--- src/cpr_pkg.sv ---
// constants and carrier types of the port parameter register bank
// Function
// - queue base keeps bits 28:9, others zero
// - failing address captured on structure/memory errors
// - failing address read only, valid after errors
// - microcode loads parameters; invalid while uninitialized
// - bits 31:29 report cluster node count
// - bits 28:16 report preset buffer size
// - parameter bits 15:13 read as zero
// - bit 12 bypasses arbitration, one quiet slot (quiet_slots still set by bits 10:8)
// - bit 11 allows extended header sync run
// - bits 10:8 force quiet slot count
// - error detail identifies structure error type
package cpr_pkg;

    // ****************************************************
    // register map (byte addresses)
    // ****************************************************
    localparam int          CPR_ADDR_W        = 9;
    localparam logic [8:0]  CPR_OFS_QBASE     = 9'h0f0;
    localparam logic [8:0]  CPR_OFS_FAIL_ADDR = 9'h0f4;
    localparam logic [8:0]  CPR_OFS_PARAMS    = 9'h0f8;
    localparam logic [8:0]  CPR_OFS_ERR_DET   = 9'h0fc;
    localparam logic [8:0]  CPR_OFS_IRQ_STAT  = 9'h100;
    localparam logic [8:0]  CPR_OFS_IRQ_MASK  = 9'h104;

    // ****************************************************
    // field layouts and reset values
    // ****************************************************
    localparam logic [31:0] CPR_QBASE_FIELD   = 32'h1fff_fe00;
    localparam logic [31:0] CPR_QBASE_RESET   = 32'h0000_0000;
    localparam int          CPR_NODE_LSB      = 29;
    localparam int          CPR_BUF_LSB       = 16;
    localparam int          CPR_ARB_BIT       = 12;
    localparam int          CPR_HDR_BIT       = 11;
    localparam int          CPR_QSS_LSB       = 8;
    localparam logic [2:0]  CPR_NODE_SAFE     = 3'h0;
    localparam logic [2:0]  CPR_QSS_ILLEGAL   = 3'h7;
    localparam logic [2:0]  CPR_QSS_SAFE      = 3'h0;
    localparam logic [7:0]  CPR_NODE_BASE     = 8'h10;

    // interrupt status layout, one sticky bit per event
    localparam int          CPR_STAT_W        = 5;
    localparam int          CPR_EV_DSE        = 0;
    localparam int          CPR_EV_MSE        = 1;
    localparam int          CPR_EV_BUF_MSE    = 2;
    localparam int          CPR_EV_LOADED     = 3;
    localparam int          CPR_EV_CLAMPED    = 4;
    localparam logic [4:0]  CPR_MASK_RESET    = 5'h00;

    // quiet slot counts per select code
    localparam logic [5:0]  CPR_QS_0          = 6'h07;
    localparam logic [5:0]  CPR_QS_1          = 6'h0a;
    localparam logic [5:0]  CPR_QS_2          = 6'h0e;
    localparam logic [5:0]  CPR_QS_3          = 6'h10;
    localparam logic [5:0]  CPR_QS_4          = 6'h15;
    localparam logic [5:0]  CPR_QS_5          = 6'h19;
    localparam logic [5:0]  CPR_QS_6          = 6'h20;

    // ****************************************************
    // types
    // ****************************************************
    typedef enum logic [1:0] {
        CPR_UNINIT    = 2'h0,
        CPR_DISABLED  = 2'h1,
        CPR_DIS_MAINT = 2'h3,
        CPR_ENABLED   = 2'h2
    } cpr_port_state_t;

    typedef enum logic [1:0] {
        CPR_ERR_DSE     = 2'h0,
        CPR_ERR_MSE     = 2'h1,
        CPR_ERR_BUF_MSE = 2'h3
    } cpr_err_kind_t;

    typedef struct packed {
        logic [2:0] node_count_code;
        logic       arb_bypass;
        logic       ext_header;
        logic [2:0] quiet_slot_select;
    } cpr_init_t;

    typedef struct packed {
        logic          valid;
        cpr_err_kind_t kind;
        logic [31:0]   addr;
        logic [31:0]   detail;
    } cpr_err_t;

    typedef struct packed {
        logic       arb_bypass;
        logic       ext_header;
        logic [5:0] quiet_slots;
    } cpr_link_t;

endpackage

--- src/cpr_param_regs.sv ---
// port parameter register bank with avalon-mm slave and interrupt
//
// Design decision made here: the Avalon-MM interface to the registers.
`timescale 1ns/100ps
`default_nettype none
module cpr_param_regs #(
    parameter logic [12:0] BUF_SIZE = 13'h0000
) (
    input  wire logic                   sys_clk,
    input  wire logic                   rst_n,
    input  wire logic [8:0]             avs_address,
    input  wire logic                   avs_read,
    input  wire logic                   avs_write,
    input  wire logic [31:0]            avs_writedata,
    input  wire logic [3:0]             avs_byteenable,
    output logic      [31:0]            avs_readdata,
    output logic                        avs_waitrequest,
    input  wire cpr_pkg::cpr_port_state_t port_state,
    input  wire logic                   init_load,
    input  wire cpr_pkg::cpr_init_t     init_param,
    input  wire cpr_pkg::cpr_err_t      err_event,
    output logic      [31:0]            queue_base,
    output cpr_pkg::cpr_link_t          link_ctrl,
    output logic      [7:0]             node_limit,
    output logic                        param_valid,
    output logic                        irq
);
    localparam int W = cpr_pkg::CPR_STAT_W;

    // ****************************************************
    // bus handshake: one wait cycle, then the answer
    // ****************************************************
    logic        req;
    logic        acc_wr;
    logic [31:0] be_mask;
    logic [31:0] rd_mux;
    logic        next_waitrequest;
    logic [31:0] next_readdata;

    assign req    = avs_read | avs_write;
    assign acc_wr = avs_write & ~avs_waitrequest;
    assign be_mask = {{8{avs_byteenable[3]}}, {8{avs_byteenable[2]}},
                      {8{avs_byteenable[1]}}, {8{avs_byteenable[0]}}};

    // ****************************************************
    // register state
    // ****************************************************
    logic [W-1:0] flags;
    logic [W-1:0] mask;
    logic [W-1:0] ev_set;
    logic [W-1:0] ev_clr;
    logic [31:0]  fail_addr;
    logic [31:0]  err_detail;
    logic [2:0]   node_code;
    logic [2:0]   qss;
    logic         loaded;
    logic         was_uninit;
    logic         qbase_open;
    logic [2:0]   clean_node;
    logic [2:0]   clean_qss;
    logic         clamped;

    logic [31:0]  next_queue_base;
    logic [W-1:0] next_mask;
    logic [31:0]  next_fail_addr;
    logic [31:0]  next_err_detail;
    logic [2:0]   next_node_code;
    logic [2:0]   next_qss;
    logic         next_loaded;
    logic         next_param_valid;
    logic         next_irq;
    cpr_pkg::cpr_link_t next_link_ctrl;
    logic [7:0]   next_node_limit;

    function automatic logic [5:0] quiet_count(input logic [2:0] sel);
        case (sel)
            3'h0:    quiet_count = cpr_pkg::CPR_QS_0;
            3'h1:    quiet_count = cpr_pkg::CPR_QS_1;
            3'h2:    quiet_count = cpr_pkg::CPR_QS_2;
            3'h3:    quiet_count = cpr_pkg::CPR_QS_3;
            3'h4:    quiet_count = cpr_pkg::CPR_QS_4;
            3'h5:    quiet_count = cpr_pkg::CPR_QS_5;
            3'h6:    quiet_count = cpr_pkg::CPR_QS_6;
            default: quiet_count = cpr_pkg::CPR_QS_0;
        endcase
    endfunction

    // ****************************************************
    // read mux
    // ****************************************************
    always_comb begin
        rd_mux = 32'h0000_0000;
        case (avs_address)
            cpr_pkg::CPR_OFS_QBASE:     rd_mux = queue_base;
            cpr_pkg::CPR_OFS_FAIL_ADDR: rd_mux = fail_addr;
            cpr_pkg::CPR_OFS_PARAMS: begin
                // reserved 15:13 and low byte stay zero
                if (param_valid) begin
                    rd_mux[31:29] = node_code;
                    rd_mux[28:16] = BUF_SIZE;
                    rd_mux[12]    = link_ctrl.arb_bypass;
                    rd_mux[11]    = link_ctrl.ext_header;
                    rd_mux[10:8]  = qss;
                end
            end
            cpr_pkg::CPR_OFS_ERR_DET:   rd_mux = err_detail;
            cpr_pkg::CPR_OFS_IRQ_STAT:  rd_mux[W-1:0] = flags;
            cpr_pkg::CPR_OFS_IRQ_MASK:  rd_mux[W-1:0] = mask;
            default:                    rd_mux = 32'h0000_0000;
        endcase
    end

    always_comb begin
        next_waitrequest = 1'b1;
        next_readdata    = avs_readdata;
        if (req && avs_waitrequest) begin
            next_waitrequest = 1'b0;
            next_readdata    = avs_read ? rd_mux : 32'h0000_0000;
        end
    end

    always_ff @(posedge sys_clk) begin
        if (!rst_n) begin
            avs_waitrequest <= 1'b1;
            avs_readdata    <= 32'h0000_0000;
        end else begin
            avs_waitrequest <= next_waitrequest;
            avs_readdata    <= next_readdata;
        end
    end

    // ****************************************************
    // register updates
    // ****************************************************
    // a write while the port runs would move its queues underneath it
    assign qbase_open = (port_state == cpr_pkg::CPR_DISABLED) ||
                        (port_state == cpr_pkg::CPR_DIS_MAINT);

    always_comb begin
        // reserved codes fall back to the smallest legal setting
        clean_node = init_param.node_count_code;
        clean_qss  = init_param.quiet_slot_select;
        clamped    = 1'b0;
        if (init_param.node_count_code[2]) begin
            clean_node = cpr_pkg::CPR_NODE_SAFE;
            clamped    = 1'b1;
        end
        if (init_param.quiet_slot_select == cpr_pkg::CPR_QSS_ILLEGAL) begin
            clean_qss = cpr_pkg::CPR_QSS_SAFE;
            clamped   = 1'b1;
        end
    end

    always_comb begin
        next_queue_base = queue_base;
        next_mask       = mask;
        next_fail_addr  = fail_addr;
        next_err_detail = err_detail;
        next_node_code  = node_code;
        next_qss        = qss;
        next_loaded     = loaded;
        next_link_ctrl  = link_ctrl;
        ev_clr          = '0;
        ev_set          = '0;
        if (acc_wr) begin
            case (avs_address)
                cpr_pkg::CPR_OFS_QBASE: begin
                    if (qbase_open) begin
                        next_queue_base = ((queue_base & ~be_mask) |
                            (avs_writedata & be_mask)) &
                            cpr_pkg::CPR_QBASE_FIELD;
                    end
                end
                cpr_pkg::CPR_OFS_IRQ_STAT:
                    ev_clr = avs_writedata[W-1:0] & be_mask[W-1:0];
                cpr_pkg::CPR_OFS_IRQ_MASK:
                    next_mask = (mask & ~be_mask[W-1:0]) |
                                (avs_writedata[W-1:0] & be_mask[W-1:0]);
                // the read-only registers drop writes, so a stray store
                // cannot corrupt the parameters or error capture
                default: next_mask = mask;
            endcase
        end
        if (err_event.valid) begin
            next_fail_addr = err_event.addr;
            case (err_event.kind)
                cpr_pkg::CPR_ERR_DSE: begin
                    next_err_detail           = err_event.detail;
                    ev_set[cpr_pkg::CPR_EV_DSE] = 1'b1;
                end
                cpr_pkg::CPR_ERR_MSE:
                    ev_set[cpr_pkg::CPR_EV_MSE] = 1'b1;
                default:
                    ev_set[cpr_pkg::CPR_EV_BUF_MSE] = 1'b1;
            endcase
        end
        if (port_state == cpr_pkg::CPR_UNINIT && !was_uninit) begin
            next_loaded = 1'b0;
        end
        if (init_load) begin
            next_loaded                    = 1'b1;
            next_node_code                 = clean_node;
            next_qss                       = clean_qss;
            next_link_ctrl.arb_bypass      = init_param.arb_bypass;
            next_link_ctrl.ext_header      = init_param.ext_header;
            next_link_ctrl.quiet_slots     = quiet_count(clean_qss);
            ev_set[cpr_pkg::CPR_EV_LOADED]  = 1'b1;
            ev_set[cpr_pkg::CPR_EV_CLAMPED] = clamped;
        end
        next_node_limit  = 8'(cpr_pkg::CPR_NODE_BASE << next_node_code[1:0]);
        next_param_valid = next_loaded &&
                           (port_state != cpr_pkg::CPR_UNINIT);
        // one cycle behind the flag, interrupt is a registered output
        next_irq         = |(flags & mask);
    end

    always_ff @(posedge sys_clk) begin
        if (!rst_n) begin
            queue_base  <= cpr_pkg::CPR_QBASE_RESET;
            mask        <= cpr_pkg::CPR_MASK_RESET;
            fail_addr   <= 32'h0000_0000;
            err_detail  <= 32'h0000_0000;
            node_code   <= 3'h0;
            qss         <= 3'h0;
            loaded      <= 1'b0;
            was_uninit  <= 1'b0;
            link_ctrl   <= '{arb_bypass: 1'b0, ext_header: 1'b0,
                             quiet_slots: cpr_pkg::CPR_QS_0};
            node_limit  <= cpr_pkg::CPR_NODE_BASE;
            param_valid <= 1'b0;
            irq         <= 1'b0;
        end else begin
            queue_base  <= next_queue_base;
            mask        <= next_mask;
            fail_addr   <= next_fail_addr;
            err_detail  <= next_err_detail;
            node_code   <= next_node_code;
            qss         <= next_qss;
            loaded      <= next_loaded;
            was_uninit  <= (port_state == cpr_pkg::CPR_UNINIT);
            link_ctrl   <= next_link_ctrl;
            node_limit  <= next_node_limit;
            param_valid <= next_param_valid;
            irq         <= next_irq;
        end
    end

    cpr_w1c_flags #(
        .W     (W)
    ) u_flags (
        .sys_clk (sys_clk),
        .rst_n   (rst_n),
        .set     (ev_set),
        .clr     (ev_clr),
        .flags   (flags)
    );
endmodule // cpr_param_regs
`default_nettype wire

--- src/cpr_w1c_flags.sv ---
// sticky event flags, write one to clear, set beats clear
`timescale 1ns/100ps
`default_nettype none
module cpr_w1c_flags #(
    parameter int W = 5
) (
    input  wire logic         sys_clk,
    input  wire logic         rst_n,
    input  wire logic [W-1:0] set,
    input  wire logic [W-1:0] clr,
    output logic      [W-1:0] flags
);
    logic [W-1:0] next_flags;

    always_comb begin
        next_flags = (flags & ~clr) | set;
    end

    always_ff @(posedge sys_clk) begin
        if (!rst_n) begin
            flags <= '0;
        end else begin
            flags <= next_flags;
        end
    end
endmodule // cpr_w1c_flags
`default_nettype wire

--- config.mk ---
export PLATFORM = sky130hd
export DESIGN_NAME = cpr_param_regs
export DESIGN_NICKNAME = d
export VERILOG_FILES = /design/src/cpr_pkg.sv /design/src/cpr_param_regs.sv /design/src/cpr_w1c_flags.sv
export SDC_FILE = /design/constraint.sdc
export NUM_CORES = 1
export LEC_CHECK = 0
export CORE_UTILIZATION = 45
export DETAILED_ROUTE_END_ITERATION = 8
export DONT_BUFFER_PORTS = 1
export PLACE_DENSITY = 0.61
export RECOVER_POWER = 25
export SYNTH_ARGS = -nofsm -noshare
export SYNTH_HDL_FRONTEND = slang
export SYNTH_SLANG_ARGS = --single-unit
--- constraint.sdc ---
create_clock -name sys_clk -period 2.71 [get_ports sys_clk]
set_input_delay 0.4065 -clock sys_clk [delete_from_list [all_inputs] [get_ports sys_clk]]
set_output_delay 0.4065 -clock sys_clk [all_outputs]
set_load 0.03 [all_outputs]
-- Yosys cells after proc, flatten, opt, wreduce, memory -nomap -nowiden
Index checks and enable logic that the tools add are counted.
- bits in latches: 0
- bits in registers: 152
- memories: 0
- input bits: 127
- output and inout bits: 83
- RAM bits: 0
- word-level logic and storage cells: 86
- memory bits (read-only): 0
- equal/unequal tests: 16
- bitwise logic cells: 15
- $add $sub $neg: 0
- multipliers: 0
- magnitude comparators: 0
- divide/modulo/power cells: 0
- shift-type cells: 1
- multiplexer cells: 24
- reduce and logical (&&, ||, !) cells: 13
- operators by type and width (operator ; number):
    $pmux W16 S4 ; 1
    $and A29 B29 Y29 ; 2
    $pmux W5 S4 ; 2
    $eq A9 B8 Y1 const B ; 4
    $pmux W6 S6 ; 1
    $mux W32 ; 1
    $not A29 Y29 ; 1
    $or A29 B29 Y29 ; 1
    $and A5 B5 Y5 ; 4
    $eq A9 B9 Y1 const B ; 2
    $mux W15 ; 1
    $mux W5 ; 3
    $eq A3 B3 Y1 const B ; 4
    $not A5 Y5 ; 2
    $or A5 B5 Y5 ; 2
    $pmux W3 S3 ; 1
    $mux W1 ; 8
    $shl A5 B2 Y8 const A ; 1
    $eq A3 B2 Y1 const B ; 2
    $mux W2 ; 3
    $mux W3 ; 2
    $pmux W3 S2 ; 1
    $reduce_or A5 Y1 ; 1
    $eq A2 B1 Y1 const B ; 2
    13 further kinds ; 17

-- Longest topological paths before layout
- depth after elaboration: 6
- depth in mapped cells: 6

-- Modules after synthesis
Synthesis repeated with hierarchy kept, for this count alone.
- cell total of the unflattened synthesis: 692
- area total of the unflattened synthesis: 6546.3 sq um
- by module, submodules not included (module ; cells each ; area an instance (sq um) ; times used ; sequential area each (sq um)):
    cpr_param_regs ; 677 ; 6339.8 ; 1 ; 2862.7
    cpr_w1c_flags ; 15 ; 206.4 ; 1 ; 100.1

-- Least setup slack after synthesis
OpenSTA, ideal clock, no wires.
- path kind: in2reg
- from: input avs_address[2]
- to: register u_flags.flags[2]
- data required time: 2.594 ns
- path buffers: 1
- setup time: 0.116 ns
- arrival time: 1.776 ns
- stages: 5
- slack: 0.818 ns
- path through: buf_2 > or4b_2 > nor3_2 > a21oi_1 > a31o_2
- cells in the longest elaborated chain, start to end: 6
- RTL lines (item ; line ; RTL):
    from (decl) ; cpr_param_regs.sv:11 ; input wire logic [8:0] avs_address,
    $eq A9 B9 Y1 ; cpr_param_regs.sv:166 ; case (avs_address)
    $mux W5 ; cpr_param_regs.sv:166 ;
    $mux W5 ; cpr_param_regs.sv:165 ; if (acc_wr) begin
    $not A5 Y5 ; cpr_w1c_flags.sv:16 ; next_flags = (flags & ~clr) | set;
    $and A5 B5 Y5 ; cpr_w1c_flags.sv:16 ;
    $or A5 B5 Y5 ; cpr_w1c_flags.sv:16 ;
    to (signal assigned) ; cpr_w1c_flags.sv:23 ; flags <= next_flags;
    to (decl) ; cpr_w1c_flags.sv:11 ; output logic [W-1:0] flags
No other way between the ends.
A chain may end at the register's enable or synchronous reset.

-- Final worst setup path
- from: register avs_waitrequest
- to: register avs_readdata[1]
- cells in the longest elaborated chain, start to end: 1
- RTL lines (item ; line ; RTL):
    from (decl) ; cpr_param_regs.sv:17 ; output logic avs_waitrequest,
    from (signal assigned) ; cpr_param_regs.sv:127 ; avs_waitrequest <= next_waitrequest;
    $logic_and A1 B1 Y1 ; cpr_param_regs.sv:116 ; if (req && avs_waitrequest) begin
    to (signal assigned) ; cpr_param_regs.sv:128 ; avs_readdata <= next_readdata;
    to (decl) ; cpr_param_regs.sv:16 ; output logic [31:0] avs_readdata,
No other way between the ends.

==> qor.csv <==
metric,value,unit
cts_inserted_buffers,17,
synth-main-ff-cell,dfxtp_1,
num_rows,42,
grt_max_degree,96,
worst_pin_slew,2.012,ns
synth_top_cells_by_area,"dfxtp_1, mux2i_1, nand2_1",
vias_in_the_first_global_route,4548,
final_layout_size_suffix_gt1_share,8.896,%
wirelength,15.45,mm
layout.cell_area.non_filler,0.006763,mm^2
asr_flop_ratio_synth,0,%
failed_checks,"capacitance limit, slew limit",
placed_area,0.006137,mm^2
dr_wl_met2,7.370,mm
share_clk_of_total_power,49.2,%
fp.dieH,118.4,um
post-route-util,51.07,%
cts_sinks,148,
floorplan.die_area,0.01402,mm^2
switching_power,0.001114,W
place_worst_setup_slack,0.6935,ns
cts_buffer_depth,2,
vias_per_cell,5.606,
max_freq,492.3,MHz
timing.final.max_slew_violations,96,
max_cap_viol_count,1,
synth.top_cells.by_count,"dfxtp_1, nand2_1, mux2i_1",
drt_iter0_drc,268,
worst-path-max-fanout,10,
fin_crit_sh,74.95,%
hold_viol,0,
htreeDepth,4,
sw_frac_of_total,22.23,%
worst_setup_path_start_kind,register,
cp.arrival,2.33,ns
fp.dieW,118.4,um
library_cell_occupying_the_most_area_in_the_post_synthesis_netlist,dfxtp_1,
yosys.area.top_type_share,48.58,%
reg2reg_to,avs_readdata[1]$_SDFFE_PN0P_,
hpwl,10.84,mm
setup_viol,0,
worstRegToRegCells,4,
tns,0,ns
fin_worst_hold_slack,0.05490,ns
core,0.01324,mm^2
path_class,reg -> reg,
timing.rr.start,avs_waitrequest$_SDFF_PN1_,
power-per-cell-area,741.3,mW/mm^2
synth_warnings,0,
hold_path_end,was_uninit$_SDFF_PN0_,
cts_tree,built,
min-delay-start,port_state[0],
initial_core_util,46.05,%
total_leakage_power,2.607,nW
critical_path_required,3.01,ns
io_buffer_count,0,
timing.max_slew.rel_slack,-34.13,%
final_period_minus_worst_setup_slack,2.031,ns
syn_inst,657,
worst_ir_drop_vdd,0.3620,mV
num_io_pins,210,
worst_setup_path_startpoint,avs_waitrequest$_SDFF_PN1_,
wl_met1,6.444,mm
grt_first_pass_wirelength,24.33,mm
critical-path-slowest-cell,dfxtp_1,
dominant_cell_by_count_in_the_synthesized_netlist,dfxtp_1,
path_clk_slew,0.06,ns
grt_remaining_overflow,0,
synth-edff-count,0,
place_congestion,0.8203,
postLayoutSetupSlackWorst,0.6788,ns
internal-power,0.003899,W
area_added_between_synthesis_and_finish,10.89,%
synthesis.area,0.006098,mm^2
pwr-share-seq,46.0,%
detailroute.wirelength.met3,1.439,mm
grt_setup_unrepaired,no,
synth_cell_types,54,
crit_chain,"o21ai_1, and2_0, a22o_1, a221o_1",
wire_per_inst,18.64,um
synth.avg_cell_area,9.282,um^2
synth_seq_area_share,48.58,%
outcome,finished with violations,
setup.reg_to_reg.worst_slack,0.68,ns
grt_antenna_before_repair,1,
pwr-share-comb,4.8,%
critical_path.max_stage_delay,0.61,ns
nFillCells,1267,
worst_hold_path_type,in -> reg,
ffs_latches_synth,148,
root_buffer,clkbuf_16,
endpoint_kind,register,
ant_nets,0,
grt_use_total,22.58,%
cts_setup_buffers,0,
net_total_in_the_final_layout,766,
vias_after_detailed_routing,4647,
maxUsedRoutingLayer,met4,
first_pass_iters,5,
skew,0.008497,ns
drc,0,
cts_hold_buffers,0,
ctsResizeCount,0,
worstSkewPairLatency,0.42,ns
min_delay_path_depth,1,
-- cell type report --
| class | instances | area, um^2 | area share [%] |
|---|---|---|---|
| diodes | 1 | 2.502 | 0.03700 |
| clock buffers | 19 | 442.9 | 6.549 |
| clock inverters | 13 | 182.7 | 2.701 |
| inverters | 4 | 15.01 | 0.2220 |
| multi-input cells | 460 | 2879 | 42.57 |
| flip-flops and latches | 148 | 2963 | 43.81 |
| well taps | 176 | 220.2 | 3.256 |
| repair buffers | 8 | 57.56 | 0.8511 |
-- power by group through the flow --
stage          Clock (W)  Combinational, W  Sequential [W]
2_1_floorplan          0          0.000260         0.00234
3_3_place_gp           0          0.000233         0.00235
3_5_place_dp           0          0.000240         0.00235
4_1_cts          0.00251          0.000241         0.00231
5_1_grt          0.00261          0.000267         0.00231
6_report         0.00247          0.000240         0.00231
-- per-stage QoR --
step | power (W) | instances
after floorplan | 0.002599 | 672
after global placement | 0.002584 | 796
after detailed placement | 0.002594 | 796
after CTS | 0.005054 | 828
after global routing | 0.005189 | 829
final | 0.005013 | 829
-- worst max-delay path: cells and delay by family (launching register included) --
kind / cells / cell delay [ns]
AND/OR/NAND/NOR: 1 / 0.38
flip-flops: 1 / 0.61
AO/OA/AOI/OAI: 3 / 0.93
-- placed cells by master (no fill, tap or decap), types with 3 or more instances in the layout --
cell type  Yosys  routed
buf_4         19       7
a21oi_1       43      43
a2bb2oi_1      4       4
nor3_1         3       3
nor2b_1        3       3
o21ai_0       36      36
a221o_1        9       9
clkbuf_16      0      17
conb_1         1      16
nand3_1       12      12
nor2_1        65      65
o2bb2ai_1      4       4
dfxtp_1      148     148
nand2_1      107     107
and3_1         5       5
mux2i_1       78      78
a22o_1        30      30
bufinv_16      0       4
clkinv_2       0       4
clkinv_4       0       4
inv_1          2       3
-- worst max path at each step --
stage                                               to  slack [ns]
after floorplan            u_flags.flags[2]$_SDFF_PN0_        0.82
after global placement    avs_readdata[1]$_SDFFE_PN0P_        0.74
after detailed placement  avs_readdata[1]$_SDFFE_PN0P_        0.69
after CTS                 avs_readdata[1]$_SDFFE_PN0P_        0.68
after global routing      avs_readdata[0]$_SDFFE_PN0P_        0.58
final                     avs_readdata[1]$_SDFFE_PN0P_        0.68
-- routing by layer --
layer | vias up | GRT usage, %
li1 | 2249 | -
met1 | 2191 | 26.72
met2 | 191 | 37.10
met4 | 0 | 8.386
met3 | 16 | 8.591
met5 | - | 0
-- cell families (layout without fill, tap and decap cells) --
| group | count (synthesis) | in the layout | share of synthesized area (%) |
|---|---|---|---|
| AOI/OAI and AO/OA | 139 | 139 | 15.04 |
| xor gates and xnor gates | 1 | 1 | 0.1436 |
| buffers and inverters | 64 | 44 | 5.211 |
| DFF | 148 | 148 | 48.58 |
| muxes | 78 | 78 | 12.80 |
| other | 1 | 17 | 0.06149 |
| and+or+nand+nor | 226 | 226 | 18.16 |
No activity file was read; power rests on OpenSTA's default activity.
